File: config.mk
export PLATFORM = sky130hd
export DESIGN_NAME = bus_sizer
export DESIGN_NICKNAME = d
export VERILOG_FILES = /design/src/verilog/bus_sizer_pkg.sv /design/src/verilog/bus_sizer.sv
export VERILOG_INCLUDE_DIRS = /design/src /design/src/verilog
export SDC_FILE = /design/constraint.sdc
export NUM_CORES = 1
export LEC_CHECK = 0
export BUFFER_PORTS_ARGS = -buffer_cell sky130_fd_sc_hd__clkbuf_2
export CAP_MARGIN = 20
export CELL_PAD_IN_SITES_DETAIL_PLACEMENT = 1
export CELL_PAD_IN_SITES_GLOBAL_PLACEMENT = 1
export CORE_MARGIN = 3
export CORE_UTILIZATION = 43
export CTS_CLUSTER_DIAMETER = 150
export DETAILED_ROUTE_END_ITERATION = 10
export PLACE_DENSITY_LB_ADDON = 0.1
export SLEW_MARGIN = 20
export SYNTH_ARGS = -nofsm -noshare
export SYNTH_HDL_FRONTEND = slang
export SYNTH_SLANG_ARGS = --single-unit
File: constraint.sdc
create_clock -name i_clk -period 5 [get_ports i_clk]
set_clock_uncertainty 0.05 [all_clocks]
set_input_delay 1 -clock i_clk [delete_from_list [all_inputs] [get_ports i_clk]]
set_output_delay 1 -clock i_clk [all_outputs]
set_load 0.02 [all_outputs]
File: src/verilog/bus_sizer_map.svh
/*
 * Constants of the bus sizing and takeover sequencer: port width codes,
 * status codes, reset values and lane layout.
 * Assumes inclusion by bare name from the package and the design module.
 */
//
// Contract
// - 16-bit cacheable read adds the other-word cycle, all enables low.
// - 16-bit uncached read adds a cycle only for bytes in the other word.
// - 8-bit cached read does four wrapping byte cycles; uncached only needed ones.
// - Writes present the exact operand address and enable only written lanes.
// - Write data of upper lanes is copied onto lower lanes for narrow ports.
// - Unused write lanes are don't-care; memory must not rely on them.
// - On a 32-bit port any write completes in one bus cycle.
// - 16-bit write takes at most two cycles; second addresses upper word.
// - Second 16-bit write cycle puts original lane-2 byte on lane 0.
// - 8-bit write takes up to four cycles, byte on lane 0, enables shifting.
// - A single byte written at lane 3 also appears on lanes 0 and 1.
// - Master requests takeover; after grant the device has released its outputs.
// - Master drops its request; device drops grant and takes the bus back.
// - Takeover request is sampled in every bus state.
// - A request seen while idle between sequences is granted at once unless a locked read awaits its write; an operand accepted that cycle goes first.
// - During a sequence, grant waits until it ends, retries included.
// - All narrow-port cycles of one operand are indivisible; no grant between.
// - Cacheable narrow-port reads fetch the whole doubleword for the cache.
// - No grant between read and write of an interlocked operation.
// - While the bus is granted, the status outputs show idle.
`ifndef BUS_SIZER_MAP_SVH
`define BUS_SIZER_MAP_SVH

// =====================================================================
// Port width codes returned by memory with each cycle's acknowledge
`define WIDTH_8 2'h0
`define WIDTH_16 2'h1
`define WIDTH_32 2'h2

// =====================================================================
// Bus status codes
`define STATUS_IDLE 5'h00
`define STATUS_READ 5'h0a
`define STATUS_WRITE 5'h0b

// =====================================================================
// Enables and reset values
`define BE_ALL_ON_N 4'h0
`define BE_ALL_OFF_N 4'hf
`define LANES_ALL 4'hf
`define LANES_LOW_WORD 4'h3
`define LANES_HIGH_WORD 4'hc
`define LANE_BYTE0 4'h1
`define ADDR_RESET 32'h0000_0000
`define DATA_RESET 32'h0000_0000

`endif

File: src/verilog/bus_sizer_pkg.sv
/*
 * Types of the bus sizing and takeover sequencer.
 * Assumes the constant header is on the include path.
 */
`include "bus_sizer_map.svh"

package bus_sizer_pkg;

    // =================================================================
    // Operand request from the processor side
    typedef struct packed {
        logic [31:0] addr;
        logic [1:0] size;
        logic write;
        logic cacheable;
        logic locked;
        logic [31:0] wdata;
    } op_req_type;

    // =================================================================
    // Completion towards the processor side
    typedef struct packed {
        logic valid;
        logic cache_fill;
        logic [31:0] rdata;
    } op_rsp_type;

    // =================================================================
    // Pins driven onto the external bus
    typedef struct packed {
        logic [31:0] addr;
        logic [3:0] byte_lane_enables_n;
        logic [31:0] wdata;
        logic [4:0] bus_status_code;
    } bus_pins_type;

    typedef enum logic [2:0] {
        ST_IDLE = 3'b001,
        ST_CYCLE = 3'b010,
        ST_HELD = 3'b100
    } seq_state_type;

endpackage : bus_sizer_pkg

File: src/verilog/bus_sizer.sv
/*
 * Bus sizing sequencer: splits one operand access into 8/16/32-bit port
 * cycles, duplicates write data onto low lanes, fetches whole doublewords
 * for cacheable reads, and hands the bus to an external master.
 * Assumes memory answers on i_clk; the takeover request is asynchronous.
 * Operands never cross a doubleword boundary.
 */
`timescale 1ns/10ps
`include "bus_sizer_map.svh"

module bus_sizer
    import bus_sizer_pkg::*;
(
    input wire logic i_clk,
    input wire logic i_srst,
    input wire op_req_type i_req,
    input wire logic i_req_valid,
    output logic o_req_ready,
    output op_rsp_type o_rsp,
    output bus_pins_type o_pins,
    output logic o_pins_oe,
    output logic o_data_oe,
    input wire logic i_ack,
    input wire logic i_retry,
    input wire logic [1:0] i_width,
    input wire logic [31:0] i_rdata,
    input wire logic i_takeover_req_n,
    output logic o_bus_takeover_grant_n
);

    // =================================================================
    // Takeover request synchroniser
    logic hold_meta_reg;
    logic hold_sync_reg;

    // Request comes from another master's clock, so two stages first
    always_ff @(posedge i_clk) begin
        if (i_srst) begin
            hold_meta_reg <= 1'b0;
            hold_sync_reg <= 1'b0;
        end else begin
            hold_meta_reg <= ~i_takeover_req_n;
            hold_sync_reg <= hold_meta_reg;
        end
    end

    // =================================================================
    // Sequence state
    seq_state_type state_reg;
    seq_state_type state_next;
    logic [31:0] addr_reg;
    logic [3:0] rem_reg;
    logic [3:0] fill_reg;
    logic [31:0] wdata_reg;
    logic [31:0] rbuf_reg;
    logic write_reg;
    logic cach_reg;
    logic lock_reg;

    logic take;
    logic grant;
    logic finish;
    logic [3:0] req_mask;
    logic [3:0] cov;
    logic [3:0] rem_next;
    logic [3:0] fill_next;
    logic [3:0] need;
    logic [1:0] lsb_next;
    logic [3:0] be_next_n;
    logic [31:0] rbuf_next;
    logic [3:0] keep;

    // Lane 0 takes the byte at the address, lane 1 the byte of the same
    // half; the upper lanes keep their own bytes.
    function automatic logic [31:0] dup_lanes(input logic [31:0] d, input logic [1:0] lsb);
        logic [7:0] lane0;
        logic [7:0] lane1;
        lane0 = d[8*lsb +: 8];
        lane1 = lsb[1] ? d[31:24] : d[15:8];
        dup_lanes = {d[31:16], lane1, lane0};
    endfunction : dup_lanes

    always_comb begin
        req_mask = 4'((5'h2 << i_req.size) - 5'h1) << i_req.addr[1:0];
    end

    assign take = (state_reg == ST_IDLE) && i_req_valid && o_req_ready;
    // Idle requests win at once unless a locked read awaits its write; an accepted operand runs first
    assign grant = (state_reg == ST_IDLE) && !take && hold_sync_reg && !lock_reg;

    // =================================================================
    // Lane coverage of the cycle just acknowledged
    always_comb begin
        unique case (i_width)
            `WIDTH_32: cov = `LANES_ALL;
            `WIDTH_16: cov = addr_reg[1] ? `LANES_HIGH_WORD : `LANES_LOW_WORD;
            default: cov = `LANE_BYTE0 << addr_reg[1:0];
        endcase
        rem_next = rem_reg & ~cov;
        fill_next = fill_reg | cov;
        need = cach_reg ? ~fill_next : rem_next;
        finish = (need == 4'h0) || (i_width == `WIDTH_32);
        // 16-bit ports move to the other word, 8-bit ports step and wrap
        lsb_next = (i_width == `WIDTH_16) ? {~addr_reg[1], 1'b0} : 2'(addr_reg[1:0] + 2'h1);
        be_next_n = cach_reg ? `BE_ALL_ON_N : ~rem_next;
    end

    // =================================================================
    // Read assembly, one lane per instance; uncached reads keep only
    // the selected bytes, so unselected ones read back as zero
    assign keep = cov & (cach_reg ? `LANES_ALL : rem_reg);

    read_lane_capture #(.LANE(0)) lane0_u (
        .i_width(i_width),
        .i_rdata(i_rdata),
        .i_keep(keep[0]),
        .i_old(rbuf_reg[7:0]),
        .o_byte(rbuf_next[7:0])
    );

    read_lane_capture #(.LANE(1)) lane1_u (
        .i_width(i_width),
        .i_rdata(i_rdata),
        .i_keep(keep[1]),
        .i_old(rbuf_reg[15:8]),
        .o_byte(rbuf_next[15:8])
    );

    read_lane_capture #(.LANE(2)) lane2_u (
        .i_width(i_width),
        .i_rdata(i_rdata),
        .i_keep(keep[2]),
        .i_old(rbuf_reg[23:16]),
        .o_byte(rbuf_next[23:16])
    );

    read_lane_capture #(.LANE(3)) lane3_u (
        .i_width(i_width),
        .i_rdata(i_rdata),
        .i_keep(keep[3]),
        .i_old(rbuf_reg[31:24]),
        .o_byte(rbuf_next[31:24])
    );

    always_comb begin
        state_next = state_reg;
        unique case (state_reg)
            ST_IDLE: begin
                if (take) begin
                    state_next = ST_CYCLE;
                end else if (grant) begin
                    state_next = ST_HELD;
                end
            end
            ST_CYCLE: begin
                // A retried cycle repeats; the sequence stays unbroken
                if (i_ack && !i_retry && finish) begin
                    state_next = ST_IDLE;
                end
            end
            ST_HELD: begin
                if (!hold_sync_reg) begin
                    state_next = ST_IDLE;
                end
            end
            default: state_next = ST_IDLE;
        endcase
    end

    always_ff @(posedge i_clk) begin
        if (i_srst) begin
            state_reg <= ST_IDLE;
        end else begin
            state_reg <= state_next;
        end
    end

    // =================================================================
    // Operand bookkeeping, one block per concern
    always_ff @(posedge i_clk) begin
        if (i_srst) begin
            addr_reg <= `ADDR_RESET;
        end else if (take) begin
            addr_reg <= i_req.addr;
        end else if (state_reg == ST_CYCLE && i_ack && !i_retry) begin
            addr_reg <= {addr_reg[31:2], lsb_next};
        end
    end

    // Lanes still owed to the operand and lanes already fetched
    always_ff @(posedge i_clk) begin
        if (i_srst) begin
            rem_reg <= 4'h0;
            fill_reg <= 4'h0;
        end else if (take) begin
            rem_reg <= req_mask;
            fill_reg <= 4'h0;
        end else if (state_reg == ST_CYCLE && i_ack && !i_retry) begin
            rem_reg <= rem_next;
            fill_reg <= fill_next;
        end
    end

    // Write data is latched once; later cycles only re-steer it
    always_ff @(posedge i_clk) begin
        if (i_srst) begin
            wdata_reg <= `DATA_RESET;
        end else if (take) begin
            wdata_reg <= i_req.wdata;
        end
    end

    // A retried cycle leaves the buffer alone, so its data never counts
    always_ff @(posedge i_clk) begin
        if (i_srst) begin
            rbuf_reg <= `DATA_RESET;
        end else if (take) begin
            rbuf_reg <= `DATA_RESET;
        end else if (state_reg == ST_CYCLE && i_ack && !i_retry) begin
            rbuf_reg <= rbuf_next;
        end
    end

    // Cacheable only matters for reads; writes never fill the cache
    always_ff @(posedge i_clk) begin
        if (i_srst) begin
            write_reg <= 1'b0;
            cach_reg <= 1'b0;
        end else if (take) begin
            write_reg <= i_req.write;
            cach_reg <= i_req.cacheable && !i_req.write;
        end
    end

    // Interlock spans from the locked read to the end of the next write
    always_ff @(posedge i_clk) begin
        if (i_srst) begin
            lock_reg <= 1'b0;
        end else if (take && i_req.locked && !i_req.write) begin
            lock_reg <= 1'b1;
        end else if (state_reg == ST_CYCLE && state_next == ST_IDLE && write_reg) begin
            lock_reg <= 1'b0;
        end
    end

    // =================================================================
    // Bus pins
    always_ff @(posedge i_clk) begin
        if (i_srst) begin
            o_pins.addr <= `ADDR_RESET;
            o_pins.byte_lane_enables_n <= `BE_ALL_OFF_N;
            o_pins.wdata <= `DATA_RESET;
            o_pins.bus_status_code <= `STATUS_IDLE;
            o_data_oe <= 1'b0;
        end else if (take) begin
            o_pins.addr <= i_req.addr;
            o_pins.byte_lane_enables_n <= ~req_mask;
            // Lanes 2 and 3 carry whatever the operand had there; lanes 0 and 1 get copies
            o_pins.wdata <= dup_lanes(i_req.wdata, i_req.addr[1:0]);
            o_pins.bus_status_code <= i_req.write ? `STATUS_WRITE : `STATUS_READ;
            o_data_oe <= i_req.write;
        end else if (state_reg == ST_CYCLE && i_ack && !i_retry) begin
            if (finish) begin
                o_pins.byte_lane_enables_n <= `BE_ALL_OFF_N;
                o_pins.bus_status_code <= `STATUS_IDLE;
                o_data_oe <= 1'b0;
            end else begin
                o_pins.addr <= {addr_reg[31:2], lsb_next};
                o_pins.byte_lane_enables_n <= be_next_n;
                o_pins.wdata <= dup_lanes(wdata_reg, lsb_next);
            end
        end else if (state_reg != ST_CYCLE) begin
            o_pins.bus_status_code <= `STATUS_IDLE;
        end
    end

    // =================================================================
    // Takeover grant and output release
    always_ff @(posedge i_clk) begin
        if (i_srst) begin
            o_bus_takeover_grant_n <= 1'b1;
            o_pins_oe <= 1'b1;
        end else if (grant) begin
            // Release and grant together so the master never sees a driven bus
            o_bus_takeover_grant_n <= 1'b0;
            o_pins_oe <= 1'b0;
        end else if (state_reg == ST_HELD && !hold_sync_reg) begin
            o_bus_takeover_grant_n <= 1'b1;
            o_pins_oe <= 1'b1;
        end
    end

    // =================================================================
    // Processor side handshake
    always_ff @(posedge i_clk) begin
        if (i_srst) begin
            o_req_ready <= 1'b0;
        end else begin
            o_req_ready <= (state_next == ST_IDLE) && !grant && !(hold_sync_reg && !lock_reg);
        end
    end

    always_ff @(posedge i_clk) begin
        if (i_srst) begin
            o_rsp <= '0;
        end else if (state_reg == ST_CYCLE && i_ack && !i_retry && finish) begin
            o_rsp.valid <= 1'b1;
            o_rsp.cache_fill <= cach_reg;
            o_rsp.rdata <= write_reg ? `DATA_RESET : rbuf_next;
        end else begin
            o_rsp.valid <= 1'b0;
            o_rsp.cache_fill <= 1'b0;
        end
    end

endmodule : bus_sizer

// =====================================================================
// One byte lane of the read assembly buffer: takes the byte that the
// acknowledged port width puts on this lane, or keeps the old one
module read_lane_capture #(
    parameter int LANE = 0
) (
    input wire logic [1:0] i_width,
    input wire logic [31:0] i_rdata,
    input wire logic i_keep,
    input wire logic [7:0] i_old,
    output logic [7:0] o_byte
);

    always_comb begin
        o_byte = i_old;
        if (i_keep) begin
            unique case (i_width)
                `WIDTH_32: o_byte = i_rdata[8*LANE +: 8];
                // A narrow port always answers on its lowest lanes
                `WIDTH_16: o_byte = i_rdata[8*(LANE%2) +: 8];
                default: o_byte = i_rdata[7:0];
            endcase
        end
    end

endmodule : read_lane_capture

== After elaboration in Yosys (flattened, before gate mapping) ==
Index checks and enable logic that the tools add are counted.

* Flip-flop bits (word level): 222
* Output and inout bits: 111
* Logic and storage cells: 129

* Add/subtract/negate cells: 2
* Eq/ne operators: 9
* Shift operators: 5
* Muxes and demuxes: 42
* Bitwise logic cells: 10
* Reductions and logical operators: 39

{| class="wikitable"
|+ Operators with widths
! operator !! number
|-
| $mux 32 || 4
|-
| $mux 73 || 1
|-
| $mux 68 || 1
|-
| $mux 8 || 8
|-
| $shiftx 32x6->8 || 2
|-
| $mux 4 || 7
|-
| $logic_and 1x1->1 || 19
|-
| $not 4->4 || 4
|-
| $pmux 8 s2 || 1
|-
| $mux 5 || 3
|-
| $mux 3 || 4
|-
| $pmux 3 s3 || 1
|-
| $and 4x4->4 || 2
|-
| $mux 1 || 8
|-
| $pmux 4 s2 || 1
|-
| $reduce_bool 2->1 || 4
|-
| $logic_not 1->1 || 7
|-
| $eq 3x1->1 const B || 2
|-
| $mux 2 || 3
|-
| $reduce_and 2->1 || 3
|-
| $reduce_or 2->1 || 3
|-
| $logic_not 4->1 || 1
|-
| $or 4x4->4 || 1
|-
| $shl 1x2->4 const A || 1
|-
| other kinds (14) || 16
|}

== Depth between registers and ports, before layout ==
Gate-level depths: netlist of run 1.

* Word-level depth: 15
* Mapped depth: 12

== By module ==
From an unflattened synthesis of run 1, not the netlist that was laid out.

* Cell total of the unflattened synthesis: 1178
* Area total of the unflattened synthesis: 10392.5 sq um

{| class="wikitable"
|+ By module, submodules not included
! module !! times used !! cells an instance !! area each (sq um) !! sequential area each (sq um)
|-
| bus_sizer || 1 || 1062 || 9524.1 || 4384.2
|-
| read_lane_capture at lane2_u || 1 || 37 || 296.5 || 0.0
|-
| read_lane_capture at lane3_u || 1 || 43 || 255.2 || 0.0
|-
| read_lane_capture at lane1_u || 1 || 27 || 185.2 || 0.0
|-
| read_lane_capture at lane0_u || 1 || 9 || 131.4 || 0.0
|}

== Worst setup path after synthesis of run 1 ==
OpenSTA, ideal clock, no wires.

* Path type: input to register
* From: in i_width[0]
* To: reg o_pins[21] in the netlist's numbering
* Setup time: 0.123 ns
* Data arrival time: 3.165 ns
* Setup slack: 1.661 ns
* Stages: 12
* Cell sequence: inv_1 ha_1 buf_2 a211o_1 o21a_1 o2bb2a_4 a211o_1 buf_6 nand2_4 buf_6 buf_8 mux2_1

* Longest elaborated chain between the ends: 9
* Elaborated cells on any way between the ends: 12
* Classes of those cells: 3 x eq/ne; 2 x mux; 4 x bitwise; 3 x reduce/logical

{| class="wikitable"
|+ Ends and longest elaborated chain
! item !! RTL line !! RTL
|-
| start, declared || bus_sizer.sv:25 || <nowiki>input wire logic [1:0] i_width,</nowiki>
|-
| $eq 2x1->1 or $eq 2x2->1 (tied branches) || bus_sizer.sv:94 || <nowiki>unique case (i_width)</nowiki>
|-
| $pmux 4 s2 || bus_sizer.sv:94 ||
|-
| $not 4->4 or $or 4x4->4 (tied branches) || bus_sizer.sv:99, bus_sizer.sv:100 ||
|-
| $and 4x4->4 or $not 4->4 (tied branches) || bus_sizer.sv:99, bus_sizer.sv:101 ||
|-
| $mux 4 || bus_sizer.sv:101 || <nowiki>need = cach_reg ? ~fill_next : rem_next;</nowiki>
|-
| $logic_not 4->1 || bus_sizer.sv:102 || <nowiki>finish = (need == 4'h0) || (i_width == `WIDTH_32);</nowiki>
|-
| $logic_or 1x1->1 * || bus_sizer.sv:102 ||
|-
| $ne 2x2->1 (no line) * || - ||
|-
| $reduce_and 2->1 (no line) * || - ||
|-
| end, declared || bus_sizer.sv:20 || <nowiki>output bus_pins_type o_pins,</nowiki>
|}

Mark *: on every way between the ends. The rest lies on a longest branch, timed or not.
A chain may end at the register's enable or synchronous reset.

== Worst setup path after layout of run 1 ==
* From: in i_width[0]
* To: reg o_pins[67] in the netlist's numbering

Same word-level chain as after synthesis.

==> out/results.txt, run 1 <==
The layout cell share with drive strength beyond 1 came out at 0.2521. The core area was 22160 sq um. STA classifies the critical path endpoint as a flop.

The synthesized design contains 0 enable-type register cells. Setup repair after global routing left no endpoint under its margin. The tools report the data arrival at the endpoint of the critical path as 3.64 ns. The layout-stage area growth over the synthesis result was 20.49%. The count of distinct cell types in the synthesized netlist is 55.

Routability-driven placement finished with a final weighted congestion of 0.8201. The top register by number of flip-flops was o_pins. The power density over the cells was 356.0 nW/um^2; the vertical extent of the die was 157.2 um. The most frequent cell after synthesis was dfxtp_1. In this run the cell area of the synthesized design comes to 9827 sq um. The logs give 0 for the count of antenna-violating nets left after detailed routing and 0 for the final-report hold violation count.

Summed over all instances, the cell type with the most area after synthesis is dfxtp_1. The total overflow reported by the global router is 0, and the die footprint is 24700 sq um. A synthesized cell averages 8.673 sq um. After synthesis, the most frequently instantiated cells are dfxtp_1, nand2_1, a21oi_1.

For this design the top-level I/O count stands at 220. For the first-pass GRT wire length, the log shows 48.56 mm. For the first-pass detailed-route iteration total, the log shows 5. The fraction of the cycle the final worst path needs came out at 0.6604. No sink is reached through more buffers than the 3 on the longest clock path.

The setup total negative slack was 0 ns; the CTS sink count was 219. Overall global routing resource usage: 0.2402. After synthesis the netlist holds a flip-flop and latch count of 219.

For the initial antenna violation count, the log shows 0. The run finished with clean final reports. The worst ir drop on vdd came out at 0.3018 mV. Setup violations remaining at the end of the flow were counted as 0. The proportion of synthesized flip-flops having asynchronous set or reset was 0; the fraction of the yosys area taken by sequential cells was 0.4461. After clock tree synthesis, the repair step resized 0 gates. Number of antenna cells inserted: 0.

The largest registers in the layout are o_pins: 70 flops, o_rsp: 34 flops. In the final design database the tool counted 1412 nets. The run gives 0.4434 as the initial standard-cell utilization of the core. The number of violations reported at the end of detailed-routing iteration 0 is 502, and the total detailed-routing wirelength is 30.12 mm. The overall via count from detail_route is 8731. The tools report the number of buffers added for setup after CTS as 0. Sorting the synthesized cells by area gives the leading types as dfxtp_1, nand2_1, a21oi_1.

The tools report the normalized max-slew margin as 0.3923. Dividing the detail-routed wire length by the instance count gives 18.90 um. The logs give 9100 for the number of global-route vias before repair and 1133 for the synthesized instance count. The overall die width was 157.2 um. The proportion of netlist area held by the largest area contributor works out to 0.4461.

Post-detailed-route via-to-cell ratio: 5.481. The half-perimeter wire length of the detailed placement result was 20.44 mm. The register with the most flip-flops in the layout has 70 of them.

The tools report the maximum number of pins on one net before global-route repair as 75. The final number of max-transition violations came out at 0. The main flop type after synthesis was dfxtp_1. Count of synthesis-stage warnings from yosys: 0.

After layout, the minimum clock period comes to 3.302 ns. The final standard cell utilization of the core was 0.5343. Along the worst path, the maximum fanout reaches 35. For the static leakage, the log shows 4.674 nW. The actual transition at the worst max-transition pin works out to 0.9087 ns. The H-tree depth was 1; the number of input and output port buffers inserted was 217. For this run, design rule violations remaining after detail routing come to 0. Counting the buffers created by CTS gives 25.

The number of max-cap violations came out at 0. The tree is rooted in a clkbuf_16. Startpoint class of the critical path: an input pin. The worst hold path belongs to the class reg -> reg. TritonCTS built the clock tree. STA puts the critical path data required time at 5.34 ns. Hold buffer count at cts: 0.

For the worst-skew pair, the clock arrives at the later sink with an insertion delay of 0.51 ns. The maximum achievable frequency is 302.9 MHz, and the number of placement rows is 54. The setup path with the least slack is of type in -> reg.

Clock-pin slew was measured on the worst setup and hold paths at 0.06 ns.
[path summary, 6_finish.rpt]
path,startpoint,endpoint,slack [ns],cells past startpoint
setup / recovery,i_width[0],o_pins[67]$_SDFFE_PP0P_,1.70,11
hold reg to reg,hold_meta_reg$_SDFF_PP0_,hold_sync_reg$_SDFF_PP0_,0.40,1
hold / removal,hold_meta_reg$_SDFF_PP0_,hold_sync_reg$_SDFF_PP0_,0.40,1
setup reg to reg,state_reg[1]$_SDFF_PP0_,o_pins[67]$_SDFFE_PP0P_,1.75,6
[cells in the final DEF, fill, tap and decap left out, drive strengths merged, types with 2 or more instances in the layout]
| cell type | count |
|---|---|
| or4 | 16 |
| o21a | 2 |
| nand4b | 2 |
| nor3 | 9 |
| buf | 19 |
| nor2b | 57 |
| or2 | 2 |
| inv | 16 |
| a22oi | 8 |
| mux2i | 36 |
| nand2 | 188 |
| conb | 2 |
| a221o | 8 |
| ha | 7 |
| a31oi | 12 |
| nor3b | 3 |
| mux4 | 8 |
| a211oi | 23 |
| o21ai | 66 |
| o31ai | 4 |
| clkinv | 3 |
| clkbuf | 254 |
| nand3 | 16 |
| o211ai | 3 |
| a21oi | 141 |
| a211o | 11 |
| nor2 | 51 |
| or3 | 2 |
| nand2b | 31 |
| dfxtp | 219 |
| nand4 | 16 |
| mux2 | 62 |
| bufinv | 2 |
[where the power goes]
group	switching, W	internal [W]
Combinational	0.000319	0.000179
Clock	0.000730	0.00116
Sequential	0.0000287	0.00180
[layout make-up]
cell class / count / area [sq um]
Fill cell: 2648 / 10320
Clock inverter: 6 / 82.58
Tap cell: 280 / 350.3
Inverter: 16 / 60.06
Clock buffer: 38 / 774.5
Timing Repair Buffer: 235 / 1240
Multi-Input combinational cell: 799 / 4949
Sequential cell: 219 / 4384
[metal layers]
layer  up-vias  GRT usage  part of all wire
met3        43    0.04427             0.049
met5         -          0                 0
met2       193     0.4252              0.50
li1       4263          -                 -
met4         0    0.05372             0.020
met1      4232     0.3054              0.43
[stage by stage]
step                total power, W  hold slack, ns  instances  worst slack, ns  area, sq um
CTS                       0.004257          0.4045       1593            1.700        11840
global placement          0.002353          0.3708       1549            1.207        10980
detailed placement        0.002363          0.3961       1549            1.160        10980
global route              0.004396          0.4188       1593            1.519        11840
finish                    0.004215          0.4033       1593            1.698        11840
floorplan                 0.002184          0.3638       1134            1.661         9831
[kinds of logic (layout without fill, tap and decap cells)]
family	count (synthesis)	after routing	share of synthesized area
buffers and inverters	116	295	0.05360
DFF	219	219	0.4461
and+or+nand+nor	397	397	0.1935
muxes	106	106	0.1261
AOI/OAI and AO/OA	287	287	0.1714
adders and majority gates	7	7	0.008912
other	1	2	0.0003816
[critical path, cell delays in order]
cell,delay [ns]
clkbuf_2,0.09
inv_1,0.05
ha_1,0.31
buf_4,0.21
a211o_1,0.28
o21a_1,0.15
o2bb2a_4,0.24
a211o_1,0.34
nand2_4,0.32
buf_12,0.27
mux2_2,0.36
(Power assumes the default switching activity.)
==> inputs of run 2 (changes only) <==
--- a/config.mk
+++ b/config.mk
@@ -6,12 +6,13 @@
 export SDC_FILE = /design/constraint.sdc
 export NUM_CORES = 1
 export LEC_CHECK = 0
+export ABC_AREA = 1
 export BUFFER_PORTS_ARGS = -buffer_cell sky130_fd_sc_hd__clkbuf_2
 export CAP_MARGIN = 20
 export CELL_PAD_IN_SITES_DETAIL_PLACEMENT = 1
 export CELL_PAD_IN_SITES_GLOBAL_PLACEMENT = 1
 export CORE_MARGIN = 3
-export CORE_UTILIZATION = 43
+export CORE_UTILIZATION = 38
 export CTS_CLUSTER_DIAMETER = 150
 export DETAILED_ROUTE_END_ITERATION = 10
 export PLACE_DENSITY_LB_ADDON = 0.1
==> constraint.sdc (replaced) <==
create_clock -name i_clk -period 3.4 [get_ports i_clk]
set_clock_uncertainty 0.05 [all_clocks]
set_input_delay 0.68 -clock i_clk [delete_from_list [all_inputs] [get_ports i_clk]]
set_output_delay 0.68 -clock i_clk [all_outputs]
set_load 0.02 [all_outputs]
==> out/results.txt, run 2 <==
The I/O pin total is 220, and the count of antenna-violating nets left after detailed routing is 0. The final number of max-transition violations is 0. The initial antenna violation count was 1.

The synthesized netlist occupies a cell area of 10450 sq um. Summed over all nets, the half-perimeter wirelength after detailed placement is 25.07 mm. In this run the horizontal extent of the chip is 171.8 um. For this block, the routed nets add up to 36.29 mm of wire. The worst setup path is captured at a flop.

Gates resized during post-CTS repair numbered 0. The clock reaches the later pin of the worst-skew pair after 0.53 ns. The final period demand of the worst path was 2.573 ns. The actual transition at the worst max-transition pin works out to 0.8020 ns.

The normalized max-slew margin came out at 0.4640. The maximum buffer depth of the clock tree is 3. The proportion of synthesized flip-flops having asynchronous set or reset is 0. In this run, synthesis produced a sequential element count of 219.

For this design the ratio of total power to cell area is 578.9 nW/um^2. The tools report the final-report hold violation count as 0. The most common cell after layout, fill and taps aside is nand2_1. Post-CTS timing repair inserted 0 buffers for setup.

The run finished with clean final reports. For this design the static power due to leakage is 6.906 nW. The total power came out at 0.007295 W. The most frequent cell after synthesis is nand2_1. The final layout contains 1878 nets. The die covers 29510 sq um. The detailed router finished its first iteration with 630 violations. Among all flip-flop cells after synthesis, the most frequent one is dfxtp_1.

Synthesis instantiated 38 different standard cells from the library. The number of placement rows came out at 60. The post-detailed-route DRC marker count was 0; the fraction of the cycle the final worst path needs was 0.7567.

The register with the most flip-flops in the layout has 70 of them. The layout cell share with drive strength beyond 1 came out at 0.1846. For this run the aggregate overflow at the end of global routing stands at 0. The H-tree depth is 1, and the sum of met3 wire segment lengths after detailed routing is 1.613 mm. The overall via count from detail_route was 10590.

The met2 wire length is 17.17 mm, and the number of antenna cells inserted is 0. The startpoint class of the critical path is an input pin. The logs give 0.4675 for the final standard cell utilization of the core and 219 for the CTS sink count.

The overall global routing resource usage was 0.2408. The top register by number of flip-flops is o_pins. For the required time at the worst-slack endpoint, the log shows 3.75 ns. The fraction of the yosys area taken by sequential cells is 0.4197, and the maximum number of pins on one net before global-route repair is 127. The root buffer cell chosen for the clock tree is clkbuf_16. The library cells used most frequently in the layout, excluding fill and tap cells, are nand2_1, nor2_1, inv_1. The detailed router used layers up to and including met5. In this run, CTS created clock tree buffers numbering 26. The first detailed-routing pass ran for 4 iterations. The proportion of netlist area held by the largest area contributor came out at 0.4197. Setup repair after global routing left no endpoint under its margin. TritonCTS built the clock tree. For the number of max-cap violations, the log shows 0. Sorting the synthesized cells by area gives the leading types as dfxtp_1, nand2_1, nor2_1. Using the TritonRoute via totals, the vias-per-cell ratio works out to 4.998.

The initial standard-cell utilization of the core came out at 0.3876. Buffers placed on the I/O ports in this run total 217. The core area came out at 26950 sq um. In the final routing, the length of wire on met1 measures 16.60 mm.

Adding up every negative setup slack in the final design gives 0 ns. The hold buffer count at cts is 0. The maximum achievable frequency is 388.7 MHz.

The congestion estimate from routability-driven global placement came to 0.8461. The biggest area contributor in the post-synthesis netlist is dfxtp_1. The number of global-route vias before repair came out at 10720. The class of the tightest hold or removal check was in -> reg.

The run gives 0.3018 mV as the worst ir drop on vdd. The Yosys step of the flow raised 0 warnings. The commonest cells after synthesis are nand2_1, nor2_1, inv_1. The largest registers in the layout are o_pins: 70 flops, o_rsp: 34 flops. Counting every instance in the synthesized netlist gives 1589. The floorplan step set the die height to 171.8 um.

Dividing the synthesized area by the synthesized cell count gives 6.573 sq um. In this run, synthesis inferred 0 flip-flops with an integrated enable. Setup violations remaining at the end of the flow were counted as 0. After clock tree synthesis, the clock-pin slew on the worst setup and hold paths is 0.05 ns. The layout-stage area growth over the synthesis result came out at 20.64%. The type of the setup path with the least slack was in -> reg. The first global-routing pass estimated 57.06 mm of wire. In the final routed layout, each cell accounts on average for 17.13 um. For the data arrival at the endpoint of the critical path, the log shows 2.92 ns. The critical-path maximum fanout is 19.
==> run 2: cell types whose count changed in the layout (fill, tap and decap cells not counted), moves of 21 or more <==
cell / change
mux2i_1: -35
o21ai_0: +126
inv_1: +216
nor2_1: +223
nor2b_1: -57
or2_2: +21
a21oi_1: -72
a211oi_1: -21
nand2_1: +89
mux2_2: -32
nand2b_1: -29
nand3_1: +108
mux2_1: -30
==> run 2: power breakdown <==
part | switching, W | leakage [nW] | total, W | internal [W]
sequential | 0.000119 | 1.78 | 0.00291 | 0.00279
clock | 0.00109 | 0.412 | 0.00271 | 0.00162
combinational | 0.00112 | 4.71 | 0.00167 | 0.000552
total | 0.00233 | 6.91 | 0.00730 | 0.00496
==> run 2: final timing paths <==
| path | slack [ns] | endpoint | cells after the start | startpoint |
|---|---|---|---|---|
| setup / recovery | 0.83 | o_rsp[0]$_SDFFE_PP0P_ | 11 | i_width[0] |
| hold / removal | 0.29 | hold_meta_reg$_SDFF_PP0_ | 2 | i_takeover_req_n |
| setup reg to reg | 0.89 | o_pins[5]$_SDFFE_PP0P_ | 11 | addr_reg[0]$_SDFFE_PP0P_ |
| hold reg to reg | 0.35 | hold_sync_reg$_SDFF_PP0_ | 2 | hold_meta_reg$_SDFF_PP0_ |
==> run 2: cell families after synthesis <==
logic type | share of synthesized area
AOI/OAI and AO/OA | 0.1429
buffers and inverters | 0.1321
muxes | 0.0009584
adders and majority gates | 0.008385
and+or+nand+nor | 0.2955
DFF | 0.4197
other | 0.0003590
==> run 2: cell type report <==
cell class	count	area (sq um)
Tap cell	341	426.7
Multi-Input combinational cell	1033	4695
Timing Repair Buffer	242	1361
Fill cell	3572	14350
Clock buffer	37	762.0
Sequential cell	219	4384
Clock inverter	6	66.31
Inverter	240	905.9
==> run 2: worst max-delay path, cell delays in order <==
cell and delay (ns):
clkbuf_2 0.10, inv_1 0.06, ha_1 0.61, nand2_1 0.21, nand3_1 0.15, nand2_1 0.10
o21bai_4 0.24, nand2_2 0.31, buf_12 0.27, nand3_1 0.08, o21ai_0 0.09
==> run 2: stage by stage <==
stage	std cells	cell area [sq um]	hold slack [ns]	setup slack (ns)
detailed placement	2075	11770	0.3496	0.2858
finish	2118	12600	0.2890	0.8272
global placement	2075	11770	0.3457	0.3803
global route	2118	12600	0.2703	0.6366
CTS	2118	12600	0.2611	0.8229
floorplan	1590	10450	0.3383	1.136
==> run 2: routing by layer <==
layer	up-vias	GRT usage
li1	5271	-
met4	2	0.06317
met2	226	0.4141
met5	-	0
met1	5034	0.3194
met3	52	0.03241
==> inputs of run 3 (changes only) <==
==> constraint.sdc (replaced) <==
create_clock -name i_clk -period 2.52 [get_ports i_clk]
set_clock_uncertainty 0.05 [all_clocks]
set_input_delay 0.504 -clock i_clk [delete_from_list [all_inputs] [get_ports i_clk]]
set_output_delay 0.504 -clock i_clk [all_outputs]
set_load 0.02 [all_outputs]
==> out/results.txt, run 3 (synthesis results as in run 2) <==
Startpoint class of the critical path: a flop. The register with the most flip-flops in the layout has 70 of them. The critical path starts at addr_reg[1]$_SDFFE_PP0P_. Maximum achievable frequency: 453.7 MHz.

The run gives 3 as the initial antenna violation count. The normalized max-slew margin came out at 0.5585. Leaving out fill and tap cells, the most frequent cells in the layout are nand2_1, nor2_1, inv_1. After the last flow step, the layout net total stands at 1894. The total detailed-routing wirelength is 36.12 mm, and the actual transition at the worst max-transition pin is 0.6623 ns.

The overall global routing resource usage was 0.2385; the overall via count from detail_route was 10780. Setup violations remaining at the end of the flow were counted as 0. The final-report hold violation count is 0, and the clock buffer count from CTS is 26.

Once layout is done, the placed cells without fillers occupy 12850 sq um. Setup repair after global routing left no endpoint under its margin. The worst register-to-register path begins at addr_reg[1]$_SDFFE_PP0P_. In this run, the number of DRC markers left after iteration 0 of detailed routing was 701.

After clock tree synthesis, the repair step resized 0 gates. The tools report the clock root buffer as clkbuf_16. The initial standard-cell utilization of the core was 0.3876. At the worst endpoint, the required time is 2.93 ns.

The library cell used most frequently in the layout, excluding fill and tap cells, is nand2_1. Clock-pin slew was measured on the worst setup and hold paths at 0.06 ns. The number of global-route vias before repair is 10710.

The maximum number of pins on one net before global-route repair came out at 68. The floorplan step set the die height to 171.8 um. The wire length per cell came out at 16.87 um.

The number of input and output port buffers inserted is 217, and the CTS sink count is 219. The first-pass detailed-route iteration total is 5. The logs give 0 ns for the setup total negative slack and 0 for the final number of max-transition violations. The tightest min-delay check is of the in -> reg type. Of all nets on the critical path, the largest fanout is 23. The hold buffer count at cts is 0, and the number of max-cap violations is 0. The tools report the number of placement rows as 60.

The static leakage is 7.031 nW, and the number of buffers added for setup after CTS is 0. For the worst setup path, the data arrival time is 2.61 ns. The floorplan step defined a die boundary enclosing 29510 sq um.

In the routed design, unresolved DRC markers number 0. TritonCTS built the clock tree. Once detail routing completed, the nets flagged for antenna violations numbered 0. The largest registers in the layout are o_pins: 70 flops, o_rsp: 34 flops.

Counting along the longest clock path gives a buffer depth of 3. The run gives 0 as the total overflow reported by the global router. The H-tree depth is 1. The worst hold path begins at i_takeover_req_n.

The flow ran to the end, and the final reports show no timing, DRC or antenna violations. The I/O pin total was 220; the fraction of the cycle the final worst path needs was 0.8746. The area growth from synthesis to layout is 23.05%. Routability-driven placement finished with a final weighted congestion of 0.8712.

The smallest clock period supported by the final layout is computed as 2.204 ns. The first global-routing pass estimated 56.51 mm of wire. The post-placement cell area is 11940 sq um. The top register by number of flip-flops was o_pins. The overall die width was 171.8 um. The type of the setup path with the least slack was reg -> reg. Half-perimeter wire length of the detailed placement result: 25.45 mm. STA classifies the critical path endpoint as a flop.

For the core area, the log shows 26950 sq um. The clock latency on the worst-skew pair was 0.53 ns; the power density over the cells was 795.9 nW/um^2. The layout cell share with drive strength beyond 1 came out at 0.1931. After detailed routing, the number of vias per cell comes to 5.035. Across the VDD grid, the largest voltage drop is 0.4156 mV.
-- run 3: cell types whose count changed in the layout (fill, tap and decap cells not counted), sizes merged --
| cell | previous run | this run |
|---|---|---|
| buf | 25 | 41 |
| clkinv | 5 | 7 |
| diode | 0 | 3 |
| clkinvlp | 0 | 2 |
| bufinv | 1 | 4 |
| clkbuf | 254 | 251 |
-- run 3: path summary, 6_finish.rpt --
path                         endpoint  slack, ns  cells after the start
min          hold_meta_reg$_SDFF_PP0_       0.10                      2
min reg2reg  hold_sync_reg$_SDFF_PP0_       0.36                      2
max            o_pins[6]$_SDFFE_PP0P_       0.32                     12
max reg2reg    o_pins[6]$_SDFFE_PP0P_       0.32                     12
-- run 3: layer usage --
layer	wire length, um	global-route usage	vias to the layer above
met5	21	0	-
met4	882	0.06595	4
met3	1863	0.03677	62
met2	17140	0.4086	241
met1	16210	0.3134	5162
li1	-	-	5312
-- run 3: cell type report --
cell class,instances,area [sq um]
Multi-Input combinational cell,1033,4695
Fill cell,3608,14100
Clock inverter,13,170.2
Antenna cell,3,7.507
Tap cell,341,426.7
Inverter,240,905.9
Timing Repair Buffer,258,1531
Clock buffer,34,732.0
Sequential cell,219,4384
-- run 3: per-stage QoR --
step           instances  hold WS [ns]  total power, W  worst slack, ns  utilization
3_5_place_dp        2091        0.3457        0.006319          0.09032       0.4431
6_report            2141        0.1034         0.01023           0.3161       0.4769
4_1_cts             2138       0.07656         0.01035           0.2788       0.4766
3_3_place_gp        2091        0.3431        0.006258           0.1279       0.4431
2_1_floorplan       1590        0.3383        0.005464           0.4322            -
5_1_grt             2139       0.08824         0.01078           0.1090       0.4767
-- run 3: where the power goes --
part	total, W	switching [W]	internal (W)
registers	0.00392	0.000159	0.00377
logic	0.00231	0.00151	0.000800
clock network	0.00399	0.00155	0.00245
-- run 3: worst max-delay path, stage by stage, from the launching register on --
cell and delay (ns):
dfxtp_1 0.40, inv_1 0.13, ha_1 0.30, o21ai_1 0.24, inv_1 0.12, buf_12 0.17, a21oi_1 0.18, o21ai_0 0.14
o21ai_0 0.09, nand2_1 0.06, nand2_1 0.07, nor2_1 0.05, nor2_1 0.10
